File: config.mk
export PLATFORM = sky130hd
export DESIGN_NAME = board_address_decoder
export DESIGN_NICKNAME = d
export VERILOG_FILES = /design/src/logic/board_decode_pkg.sv /design/src/logic/io_range_decode.sv /design/src/logic/board_address_decoder.sv
export VERILOG_INCLUDE_DIRS = /design/src /design/src/logic
export SDC_FILE = /design/constraint.sdc
export NUM_CORES = 1
export LEC_CHECK = 0
export ABC_AREA = 0
export BUFFER_PORTS_ARGS = -buffer_cell sky130_fd_sc_hd__buf_2
export CAP_MARGIN = 20
export CORE_MARGIN = 3
export CORE_UTILIZATION = 47
export CTS_CLUSTER_DIAMETER = 80
export DETAILED_ROUTE_END_ITERATION = 10
export PLACE_DENSITY = 0.76
export SLEW_MARGIN = 15
export SYNTH_ARGS = -nofsm -noshare
export SYNTH_HDL_FRONTEND = slang
export SYNTH_SLANG_ARGS = --single-unit
export TNS_END_PERCENT = 30
File: constraint.sdc
create_clock -name ref_clk -period 2.2 [get_ports ref_clk]
set_input_delay 0.22 -clock ref_clk [delete_from_list [all_inputs] [get_ports ref_clk]]
set_output_delay 0.22 -clock ref_clk [all_outputs]
set_load 0.005 [all_outputs]
File: src/logic/board_decode_cfg.svh
// Address map, I/O ranges and register offsets for the board address decoder.
// Assumes a 20-bit memory address and a 10-bit I/O address from the processor bus.
`ifndef BOARD_DECODE_CFG_SVH
`define BOARD_DECODE_CFG_SVH

`define MEM_TOP_BASE      20'hf0000
`define MEM_SOCK_BASE     20'hd0000
`define MEM_SOCK_LAST     20'heffff
`define MEM_OPT_BASE      20'hc8000
`define MEM_OPT_LAST      20'hcffff
`define MEM_VROM_BASE     20'hc0000
`define MEM_VROM_LAST     20'hc7fff
`define MEM_VIDEO_BASE    20'ha0000
`define MEM_VIDEO_LAST    20'hbffff
`define MEM_HIGH_DRAM     20'h80000
`define MEM_HIGH_LAST     20'h9ffff
`define MEM_LOW_LAST      20'h7ffff

`define IO_DMA1_LO        10'h000
`define IO_DMA1_HI        10'h00f
`define IO_PIC1_LO        10'h020
`define IO_PIC1_HI        10'h021
`define IO_CFG_INDEX      10'h022
`define IO_CFG_DATA       10'h023
`define IO_PIT_LO         10'h040
`define IO_PIT_HI         10'h043
`define IO_CTRL_STAT      10'h061
`define IO_PAGE_LO        10'h080
`define IO_PAGE_HI        10'h08f
`define IO_SYS_CTRL       10'h092
`define IO_PIC2_LO        10'h0a0
`define IO_PIC2_HI        10'h0a1
`define IO_DMA2_LO        10'h0c0
`define IO_DMA2_HI        10'h0df
`define IO_SER2_LO        10'h2f8
`define IO_SER2_HI        10'h2ff
`define IO_UTILITY        10'h37c
`define IO_SER1_LO        10'h3f8
`define IO_SER1_HI        10'h3ff

// Config data index that holds the memory routing selections.
`define CFG_ROUTE_IDX     8'h01
// Route bits inside that byte: 1 selects the on-board target; ROUTE_DRAM_BIT is not read, dram_large routes the high DRAM window.
`define ROUTE_SOCK_BIT    0
`define ROUTE_OPT_BIT     1
`define ROUTE_VROM_BIT    2
`define ROUTE_VIDEO_BIT   3
`define ROUTE_DRAM_BIT    4
// Standard setting: second socket and optional ROM window on board.
`define ROUTE_RESET       8'h03
`define BYTE_ZERO         8'h00
`define BANK_ZERO         4'h0
`define BANK_LSB          0
`define BANK_MSB          3
// Receive lines idle at mark, so the synchronisers start there.
`define RXD_IDLE          2'h3
`define FIFO_DEPTH_STD    16

`endif

File: src/logic/board_decode_pkg.sv
// Types shared by the board address decoder.
// Assumes nothing beyond the configuration header.
package board_decode_pkg;

  typedef enum logic [2:0] {
    TGT_DRAM   = 3'b000,
    TGT_BOOT   = 3'b001,
    TGT_SOCKET = 3'b010,
    TGT_EXPAN  = 3'b011
  } mem_target_t;

  typedef enum logic [3:0] {
    IO_NONE    = 4'b0000,
    IO_DMA     = 4'b0001,
    IO_PIC     = 4'b0010,
    IO_CFG     = 4'b0011,
    IO_PIT     = 4'b0100,
    IO_SER1    = 4'b0101,
    IO_SER2    = 4'b0110,
    IO_PAGE    = 4'b0111,
    IO_REG     = 4'b1000
  } io_target_t;

endpackage : board_decode_pkg

File: src/logic/io_range_decode.sv
// Decoder of the fixed on-board I/O ranges.
// Assumes a 10-bit I/O address qualified by the caller.
`include "board_decode_cfg.svh"

module io_range_decode
  import board_decode_pkg::*;
(
  input  wire logic [9:0] io_addr,
  input  wire logic       ser1_enable,
  input  wire logic       ser2_enable,
  output io_target_t      io_target
);

  function automatic logic in_range(input logic [9:0] a, input logic [9:0] lo, input logic [9:0] hi);
    in_range = (a >= lo) && (a <= hi);
  endfunction : in_range

  always_comb begin
    io_target = IO_NONE;
    if (in_range(io_addr, `IO_DMA1_LO, `IO_DMA1_HI) || in_range(io_addr, `IO_DMA2_LO, `IO_DMA2_HI)) begin
      io_target = IO_DMA;
    end else if (in_range(io_addr, `IO_PAGE_LO, `IO_PAGE_HI)) begin
      io_target = IO_PAGE;
    end else if (in_range(io_addr, `IO_PIC1_LO, `IO_PIC1_HI) || in_range(io_addr, `IO_PIC2_LO, `IO_PIC2_HI)) begin
      io_target = IO_PIC;
    end else if (in_range(io_addr, `IO_CFG_INDEX, `IO_CFG_DATA)) begin
      io_target = IO_CFG;
    end else if (in_range(io_addr, `IO_PIT_LO, `IO_PIT_HI)) begin
      io_target = IO_PIT;
    end else if (in_range(io_addr, `IO_SER1_LO, `IO_SER1_HI) && ser1_enable) begin
      io_target = IO_SER1;
    end else if (in_range(io_addr, `IO_SER2_LO, `IO_SER2_HI) && ser2_enable) begin
      io_target = IO_SER2;
    end else if (io_addr == `IO_CTRL_STAT || io_addr == `IO_SYS_CTRL || io_addr == `IO_UTILITY) begin
      io_target = IO_REG;
    end
  end

endmodule : io_range_decode

File: src/logic/board_address_decoder.sv
// Board address decoder: routes processor memory and I/O cycles to on-board targets or the expansion bus.
// Assumes one bus cycle is presented per strobe, with address and data stable while the strobe is high.
`include "board_decode_cfg.svh"

module board_address_decoder
  import board_decode_pkg::*;
#(
  parameter int SERIAL_FIFO_DEPTH = `FIFO_DEPTH_STD
)
(
  input  wire logic        ref_clk,
  input  wire logic        rst_b,
  input  wire logic [19:0] mem_addr,
  input  wire logic        mem_cycle,
  input  wire logic [9:0]  io_addr,
  input  wire logic        io_cycle,
  input  wire logic        io_write,
  input  wire logic [7:0]  io_wdata,
  output logic      [7:0]  io_rdata,
  output logic             io_claim,
  output logic             sel_dram,
  output logic             sel_boot_rom,
  output logic             sel_second_socket,
  output logic             sel_expansion_mem,
  output logic             sel_expansion_io,
  output logic      [3:0]  socket_bank,
  output logic             sel_dma,
  output logic             sel_pic,
  output logic             sel_pit,
  output logic             sel_page,
  output logic             sel_first_serial_port,
  output logic             sel_second_serial_port,
  input  wire logic        ser1_link_enable,
  input  wire logic        ser2_link_enable,
  input  wire logic        dram_large,
  input  wire logic        ser1_uart_irq,
  input  wire logic        ser2_uart_irq,
  output logic             irq4,
  output logic             irq3,
  input  wire logic        ser2_uart_rts,
  input  wire logic        half_duplex_mode,
  output logic             ser2_driver_enable,
  output logic             ser2_receiver_enable,
  input  wire logic        ser1_rxd_pin,
  input  wire logic        ser2_rxd_pin,
  output logic      [1:0]  rxd_sync
);

  // ****************************************************************
  // Parameter checks
  // ****************************************************************
  if (SERIAL_FIFO_DEPTH != `FIFO_DEPTH_STD) begin : g_depth_check
    $error("serial FIFO depth must be 16");
  end

  // ****************************************************************
  // Configuration registers
  // ****************************************************************
  logic [7:0] cfg_index_ff, nxt_cfg_index;
  logic [7:0] route_ff, nxt_route;
  logic [7:0] ctrl_stat_ff, nxt_ctrl_stat;
  logic [7:0] sys_ctrl_ff, nxt_sys_ctrl;
  logic [7:0] utility_ff, nxt_utility;
  io_target_t io_target;
  logic       io_wr;

  io_range_decode u_io_range_decode (
    .io_addr     (io_addr),
    .ser1_enable (ser1_link_enable),
    .ser2_enable (ser2_link_enable),
    .io_target   (io_target)
  );

  assign io_wr = io_cycle && io_write;

  always_comb begin
    nxt_cfg_index = cfg_index_ff;
    nxt_route     = route_ff;
    nxt_ctrl_stat = ctrl_stat_ff;
    nxt_sys_ctrl  = sys_ctrl_ff;
    nxt_utility   = utility_ff;
    if (io_wr) begin
      if (io_addr == `IO_CFG_INDEX) begin
        nxt_cfg_index = io_wdata;
      end
      if (io_addr == `IO_CFG_DATA && cfg_index_ff == `CFG_ROUTE_IDX) begin
        nxt_route = io_wdata;
      end
      if (io_addr == `IO_CTRL_STAT) begin
        nxt_ctrl_stat = io_wdata;
      end
      if (io_addr == `IO_SYS_CTRL) begin
        nxt_sys_ctrl = io_wdata;
      end
      if (io_addr == `IO_UTILITY) begin
        nxt_utility = io_wdata;
      end
    end
  end

  always_ff @(posedge ref_clk or negedge rst_b) begin
    if (!rst_b) begin
      cfg_index_ff <= `BYTE_ZERO;
      route_ff     <= `ROUTE_RESET;
      ctrl_stat_ff <= `BYTE_ZERO;
      sys_ctrl_ff  <= `BYTE_ZERO;
      utility_ff   <= `BYTE_ZERO;
    end else begin
      cfg_index_ff <= nxt_cfg_index;
      route_ff     <= nxt_route;
      ctrl_stat_ff <= nxt_ctrl_stat;
      sys_ctrl_ff  <= nxt_sys_ctrl;
      utility_ff   <= nxt_utility;
    end
  end

  // Utility register is write only; its address is claimed on board and reads back as zero.
  always_comb begin
    io_rdata = `BYTE_ZERO;
    unique case (io_addr)
      `IO_CFG_INDEX: io_rdata = cfg_index_ff;
      `IO_CFG_DATA:  io_rdata = (cfg_index_ff == `CFG_ROUTE_IDX) ? route_ff : `BYTE_ZERO;
      `IO_CTRL_STAT: io_rdata = {ctrl_stat_ff[7:2], irq3, irq4};
      `IO_SYS_CTRL:  io_rdata = sys_ctrl_ff;
      default:       io_rdata = `BYTE_ZERO;
    endcase
  end

  // ****************************************************************
  // Memory routing
  // ****************************************************************
  mem_target_t mem_target;

  always_comb begin
    mem_target = TGT_EXPAN;
    if (mem_addr >= `MEM_TOP_BASE) begin
      mem_target = TGT_BOOT;
    end else if (mem_addr >= `MEM_SOCK_BASE && mem_addr <= `MEM_SOCK_LAST) begin
      mem_target = route_ff[`ROUTE_SOCK_BIT] ? TGT_SOCKET : TGT_EXPAN;
    end else if (mem_addr >= `MEM_OPT_BASE && mem_addr <= `MEM_OPT_LAST) begin
      mem_target = route_ff[`ROUTE_OPT_BIT] ? TGT_BOOT : TGT_EXPAN;
    end else if (mem_addr >= `MEM_VROM_BASE && mem_addr <= `MEM_VROM_LAST) begin
      mem_target = route_ff[`ROUTE_VROM_BIT] ? TGT_BOOT : TGT_EXPAN;
    end else if (mem_addr >= `MEM_VIDEO_BASE && mem_addr <= `MEM_VIDEO_LAST) begin
      mem_target = route_ff[`ROUTE_VIDEO_BIT] ? TGT_DRAM : TGT_EXPAN;
    end else if (mem_addr >= `MEM_HIGH_DRAM && mem_addr <= `MEM_HIGH_LAST) begin
      mem_target = dram_large ? TGT_DRAM : TGT_EXPAN;
    end else begin
      mem_target = TGT_DRAM;
    end
  end

  assign sel_dram          = mem_cycle && (mem_target == TGT_DRAM);
  assign sel_boot_rom      = mem_cycle && (mem_target == TGT_BOOT);
  assign sel_second_socket = mem_cycle && (mem_target == TGT_SOCKET);
  assign sel_expansion_mem = mem_cycle && (mem_target == TGT_EXPAN);
  assign socket_bank       = utility_ff[`BANK_MSB:`BANK_LSB];

  // ****************************************************************
  // I/O routing
  // ****************************************************************
  assign sel_dma                = io_cycle && (io_target == IO_DMA);
  assign sel_page               = io_cycle && (io_target == IO_PAGE);
  assign sel_pic                = io_cycle && (io_target == IO_PIC);
  assign sel_pit                = io_cycle && (io_target == IO_PIT);
  assign sel_first_serial_port  = io_cycle && (io_target == IO_SER1);
  assign sel_second_serial_port = io_cycle && (io_target == IO_SER2);
  assign io_claim               = io_cycle && (io_target != IO_NONE);
  assign sel_expansion_io       = io_cycle && (io_target == IO_NONE);

  // ****************************************************************
  // Serial port interrupts and line direction
  // ****************************************************************
  // A disabled port must not hold its line, so the expansion card may use it.
  assign irq4 = ser1_uart_irq && ser1_link_enable;
  assign irq3 = ser2_uart_irq && ser2_link_enable;

  // Full duplex keeps both directions open; half duplex follows RTS, so reset leaves it receiving.
  assign ser2_driver_enable   = half_duplex_mode ? ser2_uart_rts : 1'b1;
  assign ser2_receiver_enable = half_duplex_mode ? !ser2_uart_rts : 1'b1;

  // ****************************************************************
  // Receive pin synchronisers
  // ****************************************************************
  logic [1:0] rx_s1_ff, rx_s2_ff, rx_s3_ff, rxd_ff;
  logic [1:0] nxt_rxd;

  always_comb begin
    nxt_rxd = rxd_ff;
    for (int i = 0; i < 2; i++) begin
      if (rx_s2_ff[i] == rx_s3_ff[i]) begin
        nxt_rxd[i] = rx_s3_ff[i];
      end
    end
  end

  always_ff @(posedge ref_clk or negedge rst_b) begin
    if (!rst_b) begin
      rx_s1_ff <= `RXD_IDLE;
      rx_s2_ff <= `RXD_IDLE;
      rx_s3_ff <= `RXD_IDLE;
      rxd_ff   <= `RXD_IDLE;
    end else begin
      rx_s1_ff <= {ser2_rxd_pin, ser1_rxd_pin};
      rx_s2_ff <= rx_s1_ff;
      rx_s3_ff <= rx_s2_ff;
      rxd_ff   <= nxt_rxd;
    end
  end

  assign rxd_sync = rxd_ff;
endmodule : board_address_decoder

==> impl_results.md <==
* Nature of the critical path startpoint: input pin
* Max transition margin at 0.4040
* Worst setup path class: in2out
* Synth Net Count at 241
* Share of power burned in registers at 0.554
* Net Sw Frac at 0.2303
* Asr flop ratio synth at 1.000
* Final core occ at 0.6420
* R2r setup slk at 0.38 ns
* Register area at 1064 um^2
* Area grow syn2layout at 30.32%
* Initial Util at 0.4926
* DR pass1 iterations at 4
* Nets@finish at 332
* Synth top cells by count: dfrtp_1, mux2_2, nand2_1
* Synth Area in XOR/XNOR at 0.004028
* Vias in the first global route at 1774
* Share of layout cells above drive strength 1 at 0.5302
* CTS H-tree depth at 2
* Arr. time, crit path at 1.94 ns
* Number of flops mapped to enable cells by yosys at 0
* Max-Cap Viols at 0
* Top cells by area, synth: dfrtp_1, mux2_2, dfstp_2, mux2_4, nand2_1
* Drt drc at 0
* # hold bufs at CTS at 0
* Post-synthesis instance total at 189
* CTS tree: done
* Sequential area share after synthesis at 0.4891
* Critical Path End Type: output port
* Sw power at 0.3326 mW
* Worst reg2reg path startpoint: cfg_index_ff[4]
* Io pins at 82
* Syn avg cell area at 11.51 um^2
* Diodes inserted at 0
* PwrDens at 509.5 nW/um^2
* DP Wirelength at 3997 um
* Core Region at 4414 um^2
* Vias per Instance at 5.577
* Compound-Gate Fraction of Synth Area at 0.05754
* Share of the synthesized area in the top cell type at 0.3682
* Final Non-Filler Cells at 333
* Filler Cells Inserted at 361
* Worst-Skew Late Latency at 0.29 ns
* Die area at 5479 um^2
* Post-synth top area cell: dfrtp_1
* Tmin final at 2.155 ns
* Count leader, synth: dfrtp_1
* Power Internal at 1.111 mW
* Post-Synth Simple-Gate Area at 0.2330
* Antenna-violating nets left at 0
* Multiplexer area fraction after synthesis at 0.1991
* GR Overflow Total at 0
* Final period util at 0.9796
* Hold Crit Depth at 1
* Clock-pin slew on the worst setup and hold paths at 0.07 ns
* #FFs+latches synth at 42
* Initial DRC Count at 109
* Gate power share at 0.100
* DR vias at 1857
* Die Y at 74.02 um
* Ys flop type: dfrtp_1
* Area of the multi-input gates at 1122 um^2
* Placed cell count at 325
* Total CTS buffers at 5
* First-pass GRT wire length at 8280 um
* Worst hold endpoint: rx_s1_ff[0]
* Worst-margin pin slew at 0.8939 ns
* Synth warn at 0
* Yosys cell types at 43
* Fin area at 2834 um^2
* Worst hold slack at 0.02394 ns
* FF-to-FF End: route_ff[6]
* Reg2Reg Depth at 5
* Fin. Hold Viols at 0
* Die Wd at 74.02 um
* Crit-path max FO at 8
* Pin count of the biggest net entering global routing at 43
* Adder-cell share of the synthesized area at 0.009206
* # Post-CTS Setup Buffers at 0
* Hold_sp: ser1_rxd_pin
* Synth Cell Area at 2175 um^2
* Total power at 1.444 mW
* Placed Area at 2714 um^2
* Global placement routability congestion at 0.7939
* Setup Viol. Count Final at 0
* Worst hold path type: in2reg
* WL final at 5103 um
* LEAKAGE at 1.466 nW
* Clk_skew at 0.004931 ns
* WL per Instance at 15.32 um
* Clock sink count at 42
* Antenna violations before repair at 0
* Clk pwr share at 0.346
* CTS root buf: clkbuf_8
* Achievable Freq at 464.0 MHz
* Longest Clk Path Bufs at 2
* Worst vdd ir at 452.2 uV
* # rows at 24
* GRT Overall Usage at 0.1950
* Combinational family with the most area after synthesis: simple AND/OR/NAND/NOR gates
* Final Max Slew Viols at 0
* Status: completed
* Port Buffers at 66
* Critical Path RT at 1.98 ns
-- power by group through the flow --
stage | clock [mW] | sequential, mW | combinational [mW]
2_1_floorplan | 0 | 0.812 | 0.0476
3_3_place_gp | 0 | 0.812 | 0.140
4_1_cts | 0.518 | 0.799 | 0.144
6_report | 0.500 | 0.799 | 0.145
5_1_grt | 0.550 | 0.800 | 0.163
3_5_place_dp | 0 | 0.814 | 0.143
-- layout make-up --
class,instances,share of cell area
Clock inverter,1,0.001766
Timing Repair Buffer,87,0.1722
Inverter,1,0.001325
Multi-Input combinational cell,143,0.3960
Clock buffer,7,0.03046
Tap cell,52,0.02296
Sequential cell,42,0.3753
-- layout by cell type (no fill, tap or decap), types with 2 or more instances in the layout --
cell type and instances:
or3_1 2, buf_2 66, mux2i_1 2, nand4b_1 3
and3_1 2, nand2_1 23, or3_4 2, and2_1 4
buf_4 21, mux2_2 26, dfstp_2 10, a22oi_1 6
nor3b_1 3, mux2_4 8, nor2_1 11, nor3_1 7
dfrtp_1 32, nand3_1 14, clkbuf_8 6, and4_1 2
or4b_4 2, maj3_1 2
-- through the flow --
| stage | setup WS [ns] | setup TNS [ns] |
|---|---|---|
| floorplan | 0.1459 | 0 |
| global placement | 0.03275 | 0 |
| detailed placement | 0.01186 | 0 |
| CTS | 0.01216 | 0 |
| global route | -0.008950 | -0.01717 |
| finish | 0.04486 | 0 |
-- flip-flops by register name (all words and copies together) (netlist names) --
register	count
rx_s2_ff	2
utility_ff	4
route_ff	8
cfg_index_ff	8
ctrl_stat_ff	6
rxd_sync	2
rx_s1_ff	2
sys_ctrl_ff	8
rx_s3_ff	2
-- kinds of logic (layout without fill, tap and decap cells) --
kind of cell	after synthesis	count (layout)
multiplexers	36	36
XOR/XNOR	1	1
adder cells (fa/ha/maj)	2	2
AND/OR/NAND/NOR	88	88
AO/OA/AOI/OAI	16	16
flip-flops	42	42
buffers and inverters	4	96
-- routing by layer --
layer  global-route usage  share of wire  vias up
met5                    0              0        -
met4              0.04829          0.011        0
met3              0.04189          0.055        7
met2               0.3307           0.49       55
li1                     -              -      888
met1               0.2554           0.44      907
-- what timing repair did --
action	CTS	global route
setup endpoints to repair	1	11
endpoints found under the hold margin	0	0
pin swaps	0	0
gates cloned	0	0
resized for setup	1	7
-- how the worst max path moves through the flow --
stage	startpoint	end	slack, ns
after floorplan	io_addr[8]	route_ff[2]	0.15
after global placement	io_addr[6]	io_claim	0.03
after detailed placement	io_addr[4]	io_rdata[1]	0.01
after CTS	io_addr[1]	io_claim	0.01
after global routing	io_addr[4]	io_rdata[5]	-0.009
final	io_addr[4]	io_rdata[1]	0.04
-- critical path: stages --
cell     delay (ns)
buf_2          0.14
or4b_1         0.57
or3_4          0.43
nor2_4         0.13
buf_4          0.14
nand2_1        0.06
nand3_1        0.11
buf_2          0.13
Note: power is estimated with default switching activity, not from simulation.
